File: config.mk
export PLATFORM = sky130hd
export DESIGN_NAME = system_clock_and_power_mode_control
export DESIGN_NICKNAME = d
export VERILOG_FILES = /design/src/logic/clock_mode_pkg.sv /design/src/logic/system_clock_and_power_mode_control.sv
export SDC_FILE = /design/constraint.sdc
export NUM_CORES = 1
export LEC_CHECK = 0
export BUFFER_PORTS_ARGS = -buffer_cell sky130_fd_sc_hd__clkbuf_2
export CAP_MARGIN = 20
export CORE_MARGIN = 2
export CORE_UTILIZATION = 59
export CTS_BUF_LIST = sky130_fd_sc_hd__clkbuf_8
export DETAILED_ROUTE_END_ITERATION = 7
export GPL_TIMING_DRIVEN = 0
export PLACE_DENSITY = 0.88
export SYNTH_ARGS = -nofsm -noshare
export SYNTH_HDL_FRONTEND = slang
export SYNTH_SLANG_ARGS = --single-unit
File: constraint.sdc
create_clock -name sys_clk -period 3.19 [get_ports sys_clk]
set_clock_uncertainty 0.05 [all_clocks]
set_input_delay 0.957 -clock sys_clk [delete_from_list [all_inputs] [get_ports sys_clk]]
set_output_delay 0.957 -clock sys_clk [all_outputs]
set_load 0.005 [all_outputs]
File: src/logic/clock_mode_pkg.sv
// Constants, register layout and carrier types for the clock and power mode controller.
package clock_mode_pkg;

  // Nominal source rates, for reference only; neither the bench nor the controller reads them.
  localparam int SYS_CLK_HZ = 10_000_000;
  localparam int FAST_RC_HZ = 8_000_000;
  localparam int SLOW_RC_HZ = 32_000;

  // Register byte offsets.
  localparam logic [3:0] MODE_CTRL_ADDR = 4'h0;
  localparam logic [3:0] POWER_CTRL_ADDR = 4'h4;
  localparam logic [3:0] STATUS_ADDR = 4'h8;

  // Mode control register fields.
  localparam int DIV_SEL_LSB = 5;
  localparam int FAST_WAKE_BIT = 4;
  localparam int LOW_READY_BIT = 3;
  localparam int HIGH_READY_BIT = 2;
  localparam int IDLE_EN_BIT = 1;
  localparam int HL_SEL_BIT = 0;
  localparam logic [7:0] MODE_CTRL_RESET = 8'h03;

  // Power control register fields.
  localparam int SYSON_BIT = 0;
  localparam int LVD_EN_BIT = 1;
  localparam int WDT_EN_BIT = 2;
  localparam int WDT_SYS_BIT = 3;
  localparam logic [3:0] POWER_CTRL_RESET = 4'h0;

  // Status register fields.
  localparam int MODE_LSB = 0;
  localparam int FAST_WAKE_ACTIVE_BIT = 3;
  localparam int REFUSED_BIT = 4;
  localparam int SWITCHING_BIT = 5;
  localparam int FAST_RC_CFG_BIT = 6;

  // Readiness counts in source-clock cycles and the watchdog divider.
  localparam int CRYSTAL_READY_CYCLES = 128;
  localparam int FAST_RC_READY_CYCLES = 16;
  localparam int SLOW_RC_READY_CYCLES = 2;
  localparam logic [1:0] WDT_SYS_DIV_LAST = 2'h3;

  // Effective clock selections: 0 slow source, 1 undivided fast source, 2..7 divided.
  localparam logic [2:0] SEL_LOW = 3'h0;
  localparam logic [2:0] SEL_HIGH = 3'h1;
  localparam logic [2:0] SEL_DIV_FIRST = 3'h2;

  localparam logic [1:0] RESP_OKAY = 2'h0;
  localparam logic [1:0] RESP_SLVERR = 2'h2;

  typedef enum logic [2:0] {MODE_NORMAL, MODE_SLOW, MODE_IDLE_STOP, MODE_IDLE_RUN,
                            MODE_LIGHT_SLEEP, MODE_DEEP_SLEEP} power_mode_type;

  typedef enum logic [1:0] {SW_STEADY, SW_DRAIN, SW_SKIP} switch_phase_type;

  // One-cycle enable ticks, one per derived clock.
  typedef struct packed {
    logic cpu;
    logic sys;
    logic sub;
    logic slow;
    logic tbc;
    logic wdt;
  } clock_tick_type;

endpackage

File: src/logic/system_clock_and_power_mode_control.sv
// Clock source selection, glitch-free switching and power mode sequencing with an AXI4-Lite register slave.
// Overview of operation
// Fast RC supplies fixed 8MHz fast clock.
// Slow RC supplies nominal 32kHz low clock.
// Fast RC chosen: crystal pins are plain I/O.
// Slow oscillator also clocks watchdog and time base.
// System clock chosen by select bit and divider.
// Fast source fixed by static configuration option.
// Normal mode: fast source divided 1 to 64.
// Substitute and time-base clocks from slow RC.
// Substitute clock drives processor right after wake.
// Switching to low clock stops fast oscillator.
// Watchdog clock: substitute or system divided by 4.
// Time-base clock feeds time base and timers.
// Six power modes, two running, four stopped.
// Slow mode runs slow RC, fast clock off.
// Halt with idle disabled enters a sleep mode.
// Deep sleep stops all clocks, watchdog disabled.
// Detector enabled forbids deep sleep entry.
// Light sleep keeps substitute when detector or watchdog.
// Light sleep stops processor, system and time base.
// Halt, idle on, sysclk-on off: oscillator-stopped idle.
// Oscillator-stopped idle keeps substitute and time base.
// Low select: codes 0,1 slow; 2..7 divide 64..2.
// High select uses undivided fast clock.
// Halt, idle on, sysclk-on on: running idle.
// Clock switches produce no short pulses.
//
// Decided for this implementation: the address map and register access over AXI4-Lite.
module system_clock_and_power_mode_control
  import clock_mode_pkg::*;
#(
  parameter int CRYSTAL_READY_COUNT = CRYSTAL_READY_CYCLES,
  parameter int FAST_RC_READY_COUNT = FAST_RC_READY_CYCLES
)
(
  // Clock and reset
  input wire logic sys_clk,
  input wire logic resetn,
  // Oscillator outputs, asynchronous to sys_clk
  input wire logic external_crystal_osc,
  input wire logic internal_fast_rc_osc,
  input wire logic internal_slow_rc_osc,
  // Static configuration option
  input wire logic use_fast_rc_option,
  // Processor requests
  input wire logic halt_req,
  input wire logic wake_req,
  // Crystal-capable pins and their I/O side
  input wire logic crystal_pin_a_in,
  input wire logic crystal_pin_b_in,
  output logic crystal_pin_a_out,
  output logic crystal_pin_a_oe_n,
  output logic crystal_pin_b_out,
  output logic crystal_pin_b_oe_n,
  input wire logic [1:0] gpio_out,
  input wire logic [1:0] gpio_oe_n,
  output logic [1:0] gpio_in,
  // Derived clocks and oscillator control
  output clock_tick_type clk_ticks,
  output logic high_speed_osc_enable,
  output logic low_speed_osc_enable,
  output logic [2:0] power_mode,
  // AXI4-Lite slave
  input wire logic [3:0] s_axi_awaddr,
  input wire logic s_axi_awvalid,
  output logic s_axi_awready,
  input wire logic [31:0] s_axi_wdata,
  input wire logic [3:0] s_axi_wstrb,
  input wire logic s_axi_wvalid,
  output logic s_axi_wready,
  output logic [1:0] s_axi_bresp,
  output logic s_axi_bvalid,
  input wire logic s_axi_bready,
  input wire logic [3:0] s_axi_araddr,
  input wire logic s_axi_arvalid,
  output logic s_axi_arready,
  output logic [31:0] s_axi_rdata,
  output logic [1:0] s_axi_rresp,
  output logic s_axi_rvalid,
  input wire logic s_axi_rready
);

  // The fast-source readiness counter and its limit are eight bits wide, so larger counts would be truncated.
  if (CRYSTAL_READY_COUNT < 1 || CRYSTAL_READY_COUNT > 255 ||
      FAST_RC_READY_COUNT < 1 || FAST_RC_READY_COUNT > 255)
  begin
    $error("ready counts must lie in 1..255");
  end

  function automatic logic [2:0] effective_select(input logic hl, input logic [2:0] code);
    effective_select = hl ? SEL_HIGH : ((code < SEL_DIV_FIRST) ? SEL_LOW : code);
  endfunction

  function automatic logic [5:0] ratio_mask(input logic [2:0] sel);
    case (sel)
      3'h2: ratio_mask = 6'h3f;
      3'h3: ratio_mask = 6'h1f;
      3'h4: ratio_mask = 6'h0f;
      3'h5: ratio_mask = 6'h07;
      3'h6: ratio_mask = 6'h03;
      3'h7: ratio_mask = 6'h01;
      default: ratio_mask = 6'h00;
    endcase
  endfunction

  function automatic logic source_tick(input logic [2:0] sel, input logic ls, input logic hs, input logic [5:0] cnt);
    if (sel == SEL_LOW)
      source_tick = ls;
    else
      source_tick = hs && ((cnt & ratio_mask(sel)) == ratio_mask(sel));
  endfunction

  function automatic logic addr_mapped(input logic [3:0] addr);
    addr_mapped = (addr == MODE_CTRL_ADDR) || (addr == POWER_CTRL_ADDR) || (addr == STATUS_ADDR);
  endfunction

  // Three-stage synchronisers; an oscillator rise counts while stage two is high and stage three still low.
  logic [4:0] sync1, sync2, sync3;
  always_ff @(posedge sys_clk or negedge resetn)
  begin
    if (!resetn)
    begin
      sync1 <= 5'h00;
      sync2 <= 5'h00;
      sync3 <= 5'h00;
    end
    else
    begin
      sync1 <= {crystal_pin_b_in, crystal_pin_a_in, internal_slow_rc_osc, internal_fast_rc_osc, external_crystal_osc};
      sync2 <= sync1;
      sync3 <= sync2;
    end
  end
  // The oscillators must toggle below half of sys_clk to be seen; the bench scales them down.
  logic [2:0] osc_rise;
  assign osc_rise = sync2[2:0] & ~sync3[2:0];

  // The fast-source choice is a strap, caught once after reset release.
  logic cfg_loaded, cfg_fast_rc;
  always_ff @(posedge sys_clk or negedge resetn)
  begin
    if (!resetn)
    begin
      cfg_loaded <= 1'b0;
      cfg_fast_rc <= 1'b0;
    end
    else if (!cfg_loaded)
    begin
      cfg_loaded <= 1'b1;
      cfg_fast_rc <= use_fast_rc_option;
    end
  end

  // Registers.
  logic [2:0] div_select;
  logic fast_wake_en, idle_enable, high_low_clock_select;
  logic sysclk_on_in_idle, low_voltage_detect_enable, wdt_enable, wdt_from_sys;
  logic high_ready, low_ready, refused, fast_wake_active;
  power_mode_type mode;
  switch_phase_type phase;
  logic [2:0] sel_cur;
  logic [2:0] sel_target;
  assign sel_target = effective_select(high_low_clock_select, div_select);

  // Fast source ticks: crystal or fast RC, only while that oscillator runs.
  logic hs_tick, ls_tick;
  assign hs_tick = high_speed_osc_enable && (cfg_fast_rc ? osc_rise[1] : osc_rise[0]);
  assign ls_tick = low_speed_osc_enable && osc_rise[2];

  logic [5:0] hs_count;
  always_ff @(posedge sys_clk or negedge resetn)
  begin
    if (!resetn)
      hs_count <= 6'h00;
    else if (hs_tick)
      hs_count <= hs_count + 6'h01;
  end

  // Glitch-free switch: the old source finishes its period, then the first new edge is swallowed.
  always_ff @(posedge sys_clk or negedge resetn)
  begin
    if (!resetn)
    begin
      phase <= SW_STEADY;
      sel_cur <= SEL_HIGH;
    end
    else
    begin
      unique case (phase)
        SW_STEADY:
          if (sel_target != sel_cur)
            phase <= SW_DRAIN;
        SW_DRAIN:
          if (source_tick(sel_cur, ls_tick, hs_tick, hs_count))
          begin
            sel_cur <= sel_target;
            phase <= SW_SKIP;
          end
        SW_SKIP:
          if (source_tick(sel_cur, ls_tick, hs_tick, hs_count))
            phase <= SW_STEADY;
      endcase
    end
  end

  logic running;
  assign running = (mode == MODE_NORMAL) || (mode == MODE_SLOW);
  logic deep_allowed;
  assign deep_allowed = !low_voltage_detect_enable && !(wdt_enable && !wdt_from_sys);

  // Power mode sequencing.
  always_ff @(posedge sys_clk or negedge resetn)
  begin
    if (!resetn)
      mode <= MODE_NORMAL;
    else if (running)
    begin
      if (halt_req)
      begin
        if (idle_enable)
          mode <= sysclk_on_in_idle ? MODE_IDLE_RUN : MODE_IDLE_STOP;
        else
          mode <= deep_allowed ? MODE_DEEP_SLEEP : MODE_LIGHT_SLEEP;
      end
      else
        mode <= (sel_cur == SEL_LOW) ? MODE_SLOW : MODE_NORMAL;
    end
    else if (wake_req)
      mode <= (sel_cur == SEL_LOW) ? MODE_SLOW : MODE_NORMAL;
  end

  // Substitute clock stands in after waking from light sleep or oscillator-stopped idle, which stopped the crystal.
  always_ff @(posedge sys_clk or negedge resetn)
  begin
    if (!resetn)
      fast_wake_active <= 1'b0;
    else if (!running && wake_req && fast_wake_en && !cfg_fast_rc && sel_cur != SEL_LOW &&
             (mode == MODE_LIGHT_SLEEP || mode == MODE_IDLE_STOP))
      fast_wake_active <= 1'b1;
    else if (high_ready)
      fast_wake_active <= 1'b0;
  end

  // Oscillator enables.
  logic next_hs_enable, next_ls_enable;
  assign next_hs_enable = (running || mode == MODE_IDLE_RUN) && (sel_cur != SEL_LOW || sel_target != SEL_LOW);
  assign next_ls_enable = mode != MODE_DEEP_SLEEP;
  always_ff @(posedge sys_clk or negedge resetn)
  begin
    if (!resetn)
    begin
      high_speed_osc_enable <= 1'b1;
      low_speed_osc_enable <= 1'b1;
    end
    else
    begin
      high_speed_osc_enable <= next_hs_enable;
      low_speed_osc_enable <= next_ls_enable;
    end
  end

  // Readiness counters, counted on raw oscillator edges once enabled.
  logic [7:0] hs_ready_count;
  logic [1:0] ls_ready_count;
  logic [7:0] hs_ready_limit;
  assign hs_ready_limit = cfg_fast_rc ? 8'(FAST_RC_READY_COUNT) : 8'(CRYSTAL_READY_COUNT);
  always_ff @(posedge sys_clk or negedge resetn)
  begin
    if (!resetn)
    begin
      hs_ready_count <= 8'h00;
      high_ready <= 1'b0;
    end
    else if (!high_speed_osc_enable)
    begin
      hs_ready_count <= 8'h00;
      high_ready <= 1'b0;
    end
    else if (hs_tick && !high_ready)
    begin
      hs_ready_count <= hs_ready_count + 8'h01;
      high_ready <= (hs_ready_count + 8'h01) >= hs_ready_limit;
    end
  end
  always_ff @(posedge sys_clk or negedge resetn)
  begin
    if (!resetn)
    begin
      ls_ready_count <= 2'h0;
      low_ready <= 1'b0;
    end
    else if (!low_speed_osc_enable)
    begin
      ls_ready_count <= 2'h0;
      low_ready <= 1'b0;
    end
    else if (ls_tick && !low_ready)
    begin
      ls_ready_count <= ls_ready_count + 2'h1;
      low_ready <= (ls_ready_count + 2'h1) >= 2'(SLOW_RC_READY_CYCLES);
    end
  end

  // Clock gating per mode.
  logic ready_ok, sys_src, sys_on, cpu_on, sub_on, tbc_on;
  assign ready_ok = fast_wake_active || ((sel_cur == SEL_LOW) ? low_ready : high_ready);
  assign sys_src = fast_wake_active ? ls_tick :
                   ((phase == SW_SKIP) ? 1'b0 : source_tick(sel_cur, ls_tick, hs_tick, hs_count));
  assign cpu_on = running && ready_ok;
  assign sys_on = (running || mode == MODE_IDLE_RUN) && ready_ok;
  assign sub_on = mode != MODE_DEEP_SLEEP;
  assign tbc_on = mode != MODE_DEEP_SLEEP && mode != MODE_LIGHT_SLEEP;

  logic [1:0] sys4_count;
  always_ff @(posedge sys_clk or negedge resetn)
  begin
    if (!resetn)
      sys4_count <= 2'h0;
    else if (sys_src && sys_on)
      sys4_count <= sys4_count + 2'h1;
  end

  clock_tick_type next_ticks;
  always_comb
  begin
    next_ticks.cpu = sys_src && cpu_on;
    next_ticks.sys = sys_src && sys_on;
    next_ticks.sub = ls_tick && sub_on;
    next_ticks.slow = ls_tick && sub_on;
    next_ticks.tbc = ls_tick && tbc_on;
    if (!wdt_enable || mode == MODE_DEEP_SLEEP)
      next_ticks.wdt = 1'b0;
    else if (wdt_from_sys)
      next_ticks.wdt = sys_src && sys_on && sys4_count == WDT_SYS_DIV_LAST;
    else
      next_ticks.wdt = ls_tick && sub_on;
  end

  always_ff @(posedge sys_clk or negedge resetn)
  begin
    if (!resetn)
    begin
      clk_ticks <= '0;
      power_mode <= 3'h0;
    end
    else
    begin
      clk_ticks <= next_ticks;
      power_mode <= mode;
    end
  end

  // Crystal pins: plain I/O with the fast RC, released to the oscillator otherwise.
  always_ff @(posedge sys_clk or negedge resetn)
  begin
    if (!resetn)
    begin
      crystal_pin_a_out <= 1'b0;
      crystal_pin_b_out <= 1'b0;
      crystal_pin_a_oe_n <= 1'b1;
      crystal_pin_b_oe_n <= 1'b1;
      gpio_in <= 2'h0;
    end
    else
    begin
      crystal_pin_a_out <= cfg_fast_rc && gpio_out[0];
      crystal_pin_b_out <= cfg_fast_rc && gpio_out[1];
      crystal_pin_a_oe_n <= !cfg_fast_rc || gpio_oe_n[0];
      crystal_pin_b_oe_n <= !cfg_fast_rc || gpio_oe_n[1];
      gpio_in <= cfg_fast_rc ? sync3[4:3] : 2'h0;
    end
  end

  // AXI4-Lite handshakes; address and data are taken in either order.
  logic aw_held, w_held;
  logic [3:0] aw_addr;
  logic [31:0] w_data;
  logic w_lane0;
  logic write_fire;
  assign write_fire = aw_held && w_held && !s_axi_bvalid;
  always_ff @(posedge sys_clk or negedge resetn)
  begin
    if (!resetn)
    begin
      aw_held <= 1'b0;
      w_held <= 1'b0;
      aw_addr <= 4'h0;
      w_data <= 32'h0;
      w_lane0 <= 1'b0;
      s_axi_awready <= 1'b1;
      s_axi_wready <= 1'b1;
      s_axi_bvalid <= 1'b0;
      s_axi_bresp <= RESP_OKAY;
    end
    else
    begin
      if (s_axi_awvalid && s_axi_awready)
      begin
        aw_addr <= s_axi_awaddr;
        aw_held <= 1'b1;
        s_axi_awready <= 1'b0;
      end
      if (s_axi_wvalid && s_axi_wready)
      begin
        w_data <= s_axi_wdata;
        w_lane0 <= s_axi_wstrb[0];
        w_held <= 1'b1;
        s_axi_wready <= 1'b0;
      end
      if (write_fire)
      begin
        s_axi_bvalid <= 1'b1;
        s_axi_bresp <= addr_mapped(aw_addr) ? RESP_OKAY : RESP_SLVERR;
      end
      if (s_axi_bvalid && s_axi_bready)
      begin
        s_axi_bvalid <= 1'b0;
        aw_held <= 1'b0;
        w_held <= 1'b0;
        s_axi_awready <= 1'b1;
        s_axi_wready <= 1'b1;
      end
    end
  end

  // Register writes; only byte lane 0 carries bits.
  logic clear_refused;
  assign clear_refused = write_fire && w_lane0 && aw_addr == STATUS_ADDR && w_data[REFUSED_BIT];
  always_ff @(posedge sys_clk or negedge resetn)
  begin
    if (!resetn)
    begin
      {div_select, fast_wake_en} <= MODE_CTRL_RESET[7:4];
      idle_enable <= MODE_CTRL_RESET[IDLE_EN_BIT];
      high_low_clock_select <= MODE_CTRL_RESET[HL_SEL_BIT];
      {wdt_from_sys, wdt_enable, low_voltage_detect_enable, sysclk_on_in_idle} <= POWER_CTRL_RESET;
    end
    else if (write_fire && w_lane0)
    begin
      if (aw_addr == MODE_CTRL_ADDR)
      begin
        div_select <= w_data[DIV_SEL_LSB +: 3];
        fast_wake_en <= w_data[FAST_WAKE_BIT];
        idle_enable <= w_data[IDLE_EN_BIT];
        high_low_clock_select <= w_data[HL_SEL_BIT];
      end
      if (aw_addr == POWER_CTRL_ADDR)
      begin
        sysclk_on_in_idle <= w_data[SYSON_BIT];
        low_voltage_detect_enable <= w_data[LVD_EN_BIT];
        wdt_enable <= w_data[WDT_EN_BIT];
        wdt_from_sys <= w_data[WDT_SYS_BIT];
      end
    end
  end

  // A deep sleep refused by the detector sets the flag; setting wins over a simultaneous clear.
  always_ff @(posedge sys_clk or negedge resetn)
  begin
    if (!resetn)
      refused <= 1'b0;
    else if (running && halt_req && !idle_enable && low_voltage_detect_enable)
      refused <= 1'b1;
    else if (clear_refused)
      refused <= 1'b0;
  end

  logic [31:0] read_value;
  always_comb
  begin
    read_value = 32'h0;
    if (s_axi_araddr == MODE_CTRL_ADDR)
      read_value[7:0] = {div_select, fast_wake_en, low_ready, high_ready, idle_enable, high_low_clock_select};
    else if (s_axi_araddr == POWER_CTRL_ADDR)
      read_value[3:0] = {wdt_from_sys, wdt_enable, low_voltage_detect_enable, sysclk_on_in_idle};
    else if (s_axi_araddr == STATUS_ADDR)
      read_value[6:0] = {cfg_fast_rc, phase != SW_STEADY, refused, fast_wake_active, mode};
  end

  always_ff @(posedge sys_clk or negedge resetn)
  begin
    if (!resetn)
    begin
      s_axi_arready <= 1'b1;
      s_axi_rvalid <= 1'b0;
      s_axi_rdata <= 32'h0;
      s_axi_rresp <= RESP_OKAY;
    end
    else if (s_axi_arvalid && s_axi_arready)
    begin
      s_axi_arready <= 1'b0;
      s_axi_rvalid <= 1'b1;
      s_axi_rdata <= read_value;
      s_axi_rresp <= addr_mapped(s_axi_araddr) ? RESP_OKAY : RESP_SLVERR;
    end
    else if (s_axi_rvalid && s_axi_rready)
    begin
      s_axi_rvalid <= 1'b0;
      s_axi_arready <= 1'b1;
    end
  end
endmodule
* Word-level counts from Yosys, hierarchy flattened
Cells that the tools add are included.
** Word-level totals
- Bits in registers :: 105
- Input bits :: 63
- Output and inout bits :: 58
- Logic and storage cells :: 233
** Cells by class
- Add/sub/neg operators :: 4
- Magnitude comparators :: 3
- Equal/unequal tests :: 29
- Muxes and demuxes :: 63
- Bitwise gates (word level) :: 5
- Reduce and logical (&&, ||, !) cells :: 79
** Operators by type and width (number)
- $logic_and 1x1->1 :: 38
- $mux 1 :: 37
- $pmux 6 s6 :: 1
- $mux 8 :: 3
- $mux 3 :: 7
- $and 6x6->6 :: 3
- $eq 3x3->1 const B :: 6
- $eq 6x6->1 :: 3
- $mux 6 :: 3
- $mux 2 :: 8
- $reduce_bool 2->1 :: 8
- $mux 7 :: 2
- $eq 3x2->1 const B :: 4
- $logic_or 1x1->1 :: 12
- $logic_not 1->1 :: 10
- $add 8x1->8 const B :: 1
- $eq 4x3->1 const B :: 2
- $eq 4x4->1 const B :: 2
- $ge 8x8->1 :: 1
- $logic_not 4->1 :: 2
- $add 6x1->6 const B :: 1
- $logic_not 3->1 :: 2
- $ne 2x1->1 const B :: 3
- $ne 3x3->1 const B :: 2
- 16 further kinds :: 22

* Logic depth before layout (Yosys ltp)
- Word-level depth :: 13
- Mapped depth :: 7
- Depth with buffers taken out :: 7

* Worst setup path before layout
Ideal clock, no wire load.
- Kind :: input to register
- Start :: input s_axi_araddr[3]
- End :: register s_axi_rdata[0]
- Library setup time :: 0.121 ns
- Data arrival time :: 1.780 ns
- Required time :: 3.019 ns
- Path slack :: 1.239 ns
- Cell stages on the path :: 4
- Path buffers :: 1
- Cells stage by stage :: clkbuf_1 -> mux2i_1 -> o21ai_0 -> a22o_1
** On the way
- Longest elaborated chain between the ends :: 4
- Elaborated cells on any way between the ends :: 6
- Classes of those cells :: eq/ne (2); mux (3); reduce/logical (1)
** RTL lines
- from (decl) :: line system_clock_and_power_mode_control.sv:75 : input wire logic [3:0] s_axi_araddr,
- $eq 4x4->1 :: line system_clock_and_power_mode_control.sv:477 : else if (s_axi_araddr == STATUS_ADDR)
- $mux 7 :: line system_clock_and_power_mode_control.sv:477
- $mux 4 :: line system_clock_and_power_mode_control.sv:475 : else if (s_axi_araddr == POWER_CTRL_ADDR)
- $mux 7 (*) :: line system_clock_and_power_mode_control.sv:473 : if (s_axi_araddr == MODE_CTRL_ADDR)
- to (signal assigned) :: line system_clock_and_power_mode_control.sv:494 : s_axi_rdata <= read_value;
- to (decl) :: line system_clock_and_power_mode_control.sv:78 : output logic [31:0] s_axi_rdata,
Mark *: on every way between the ends. The rest lies on a longest branch, timed or not.
A chain may end at the register's enable or synchronous reset.

* Worst setup path in the final report
- Start :: register high_speed_osc_enable
- End :: output high_speed_osc_enable
** RTL lines
- from (decl) :: line system_clock_and_power_mode_control.sv:61 : output logic high_speed_osc_enable,
- from (signal assigned) :: line system_clock_and_power_mode_control.sv:258 : high_speed_osc_enable <= next_hs_enable;
No word-level cell between the ends.

==> metrics.csv <==
stage;metric;value;unit
run_status;status;finished, final reports clean;
die;fp.dieW;91.89;um
global_route;grt_pass1_vias;3085;
route;dr.pass1.iters;4;
clock_tree;cts-htree-levels;3;
clock_tree;clock-sinks;102;
critical_path;path_buf_inv;1;
global_route;grt_pass1_wl;14.61;mm
power_and_ir_drop;power_switching;0.001270;W
global_route;grt_max_degree;70;
logic_synthesis;synth.distinct_cells;58;
die;fp.dieH;91.89;um
critical_path;critPathKind;flop to primary output;
cells_and_area;final_util;0.7015;
clock_tree;cts_root_buf;clkbuf_8;
clock_tree;clk_pin_slew;90;ps
die;rows;32;
power_and_ir_drop;clockPowerShare;0.204;
placement;dp_hpwl;6.511;mm
critical_path;required;2180;ps
sta;fin_crit_sh;0.6656;
critical_path;arrival;1120;ps
cells_and_area;antennaDiodeCount;0;
die;die_area;0.008443;mm^2
sta;fin_crit;2123;ps
worst_hold_path;worstHoldPathType;flop to flop;
cells_and_area;fin_nets;565;
route;vias;3178;
placement;numPortBuffers;67;
global_route;antenna_found_initial;0;
power_and_ir_drop;pwr-share-seq;0.511;
critical_path;crit_family;flip-flops;
global_route;track_usage;0.2185;
sta;setup_viol;0;
sta;finalMaxSlewViolations;0;
sta;whs;305.7;ps
critical_path;start_kind;flop;
clock_tree;clk_path_buf_depth;2;
logic_synthesis;ys.warnings.count;0;
clock_tree;ctsHoldBuffers;0;
critical_path;r2r_start;cfg_fast_rc;
logic_synthesis;syn-mean-instance-area;11.71;um^2
job;cap_violations;0;
die;core-area;0.007607;mm^2
clock_tree;clock_latency;360;ps
route;route.detailed.drc;0;
clock_tree;cts_setup_buffers;0;
cells_and_area;layout-drive-gt1-share;0.3213;
critical_path;max_stage_delay;620;ps
sta;relSlewSlack;0.5914;
logic_synthesis;ys_ff_latch;102;
critical_path;startpoint;high_speed_osc_enable;
logic_synthesis;synth-async-reset-ratio;1.000;
power_and_ir_drop;p_sw_frac;0.3359;
route;wl;8.802;mm
route;wire_per_inst;14.67;um
power_and_ir_drop;p_int;0.002510;W
route;vias_per_cell;5.297;
critical_path;cp_max_fo;9;
global_route;grt-ovfl-total;0;
power_and_ir_drop;power_density;708.4;mW/mm^2
logic_synthesis;ys_seq_area_frac;0.5629;
logic_synthesis;synth_edf_count;0;
power_and_ir_drop;leakage;2.567;nW
sta;tightest_slew;612.9;ps
logic_synthesis;yosys_most_used_dff;dfrtp_1;
critical_path;cp_cell_sequence;clkbuf_2;
cells_and_area;area_delta_synth_final;17.11;%
route;drtIter0Drc;269;
die;ioPinCount;121;
clock_tree;cts_buffers;9;
logic_synthesis;synth_area;0.004557;mm^2
clock_tree;ctsResizeCount;0;
power_and_ir_drop;ir_drop;0.0005019;V
placement;gp_congestion;0.8332;
die;initial_utilization;0.5990;
logic_synthesis;postSynthCellCount;389;
critical_path;crit_slowest_cell;dfstp_2;
sta;fmax;471.0;MHz
sta;rsz0062_at_grt;false;
critical_path;crit_path_end_kind;primary output;
worst_hold_path;min_from;sync2[4];
power_and_ir_drop;p_comb_frac;0.285;
clock_tree;cts_tree;built;
route;drtAntennaViolNets;0;
sta;setup_tns;0;ps
sta;hold_violations;0;
placed cells by master (no fill, tap or decap), types with 3 or more instances in the layout:
cell type / n
ha_1: 9
nand4_1: 5
clkbuf_2: 66
nor2_1: 20
mux2_2: 25
dfstp_2: 10
nand2_1: 31
conb_1: 27
o21ai_0: 20
nand3_1: 8
a21o_1: 3
a211oi_1: 4
o21ai_1: 5
and2_1: 7
clkbuf_1: 5
a21oi_1: 9
mux2i_1: 9
o31ai_1: 6
xnor2_1: 7
o21a_1: 4
xor2_1: 7
buf_4: 28
nor3_1: 4
inv_1: 14
dfrtp_1: 92
nand4b_1: 3
a22o_1: 6
clkbuf_8: 11
routing by layer:
layer  wire length (um)  GRT usage  up-vias  share of wire
met5                  0          0        -              0
li1                   -          -     1532              -
met1               3737     0.2837     1551           0.42
met3                432    0.04601       14          0.049
met2               4490     0.3609       81           0.51
met4                140    0.08831        0          0.016
synthesized netlist by cell type (3+ instances only):
cell type | n | area (um^2)
dfrtp_1 | 92 | 2302
xor2_1 | 7 | 61.31
nor3_1 | 4 | 20.02
nor2_1 | 20 | 75.07
mux2i_1 | 9 | 90.09
nand4_1 | 5 | 31.28
nand4b_1 | 3 | 26.28
inv_1 | 14 | 52.55
o21a_1 | 4 | 30.03
o21ai_0 | 20 | 100.1
a21oi_1 | 9 | 45.04
a21o_1 | 3 | 22.52
o31ai_1 | 6 | 45.04
a211oi_1 | 4 | 30.03
a22o_1 | 6 | 52.55
ha_1 | 9 | 112.6
nand2_1 | 31 | 116.4
clkbuf_1 | 5 | 18.77
xnor2_1 | 7 | 61.31
dfstp_2 | 10 | 262.8
buf_4 | 28 | 210.2
nand3_1 | 8 | 40.04
o21ai_1 | 5 | 25.02
and2_1 | 7 | 43.79
mux2_2 | 25 | 281.5
flip-flops by register name (all words and copies together) (netlist names), 3 cells and up:
signal and flops:
hs_ready_count 8, s_axi_rdata 8, w_data 8, hs_count 6
clk_ticks 5, sync1 5, sync2 5, sync3 5
aw_addr 4, div_select 3, mode 3, power_mode 3
sel_cur 3
power by group through the flow:
stage	Combinational, W	Sequential (W)	Clock (W)
floorplan	0.000768	0.00188	0
global placement	0.00101	0.00193	0
detailed placement	0.00107	0.00195	0
CTS	0.00108	0.00193	0.000786
global route	0.00121	0.00198	0.000840
finish	0.00108	0.00193	0.000772
through the flow:
step	instance area, um^2	worst slack [ps]	cells	power (W)
floorplan	4651	1239	414	0.002650
global placement	5114	-76.70	583	0.002941
detailed placement	5144	933.1	584	0.003024
CTS	5336	1058	600	0.003789
global route	5336	916.8	600	0.004030
finish	5336	1067	600	0.003780
logic make-up (layout without fill, tap and decap cells):
kind of cell	count (synthesis)	count (layout)	synth area share
buffers and inverters	50	134	0.06645
and+or+nand+nor	97	97	0.1112
xor gates and xnor gates	14	14	0.02691
other	2	27	0.001648
muxes	35	35	0.08402
DFF	102	102	0.5629
AOI/OAI and AO/OA	80	80	0.1222
adders and majority gates	9	9	0.02471
worst paths after layout:
kind	to	depth (start not counted)	slack, ps
min in group asynchronous	low_ready	1	530
max in group asynchronous	s_axi_wready	2	1840
setup / recovery	high_speed_osc_enable	1	1070
setup reg to reg	sys4_count[1]	6	1110
hold / removal	sync3[4]	0	310
hold reg to reg	sync3[4]	0	310
cell type report:
class / count / area, um^2
repair buffers: 68 / 365.4
well taps: 102 / 127.6
clock buffers: 11 / 151.4
plain buffers: 36 / 250.2
inverters: 14 / 52.55
multi-input cells: 262 / 1783
clock inverters: 5 / 41.29
fillers: 543 / 2271
flip-flops and latches: 102 / 2565
No activity file was read; power rests on OpenSTA's default activity.
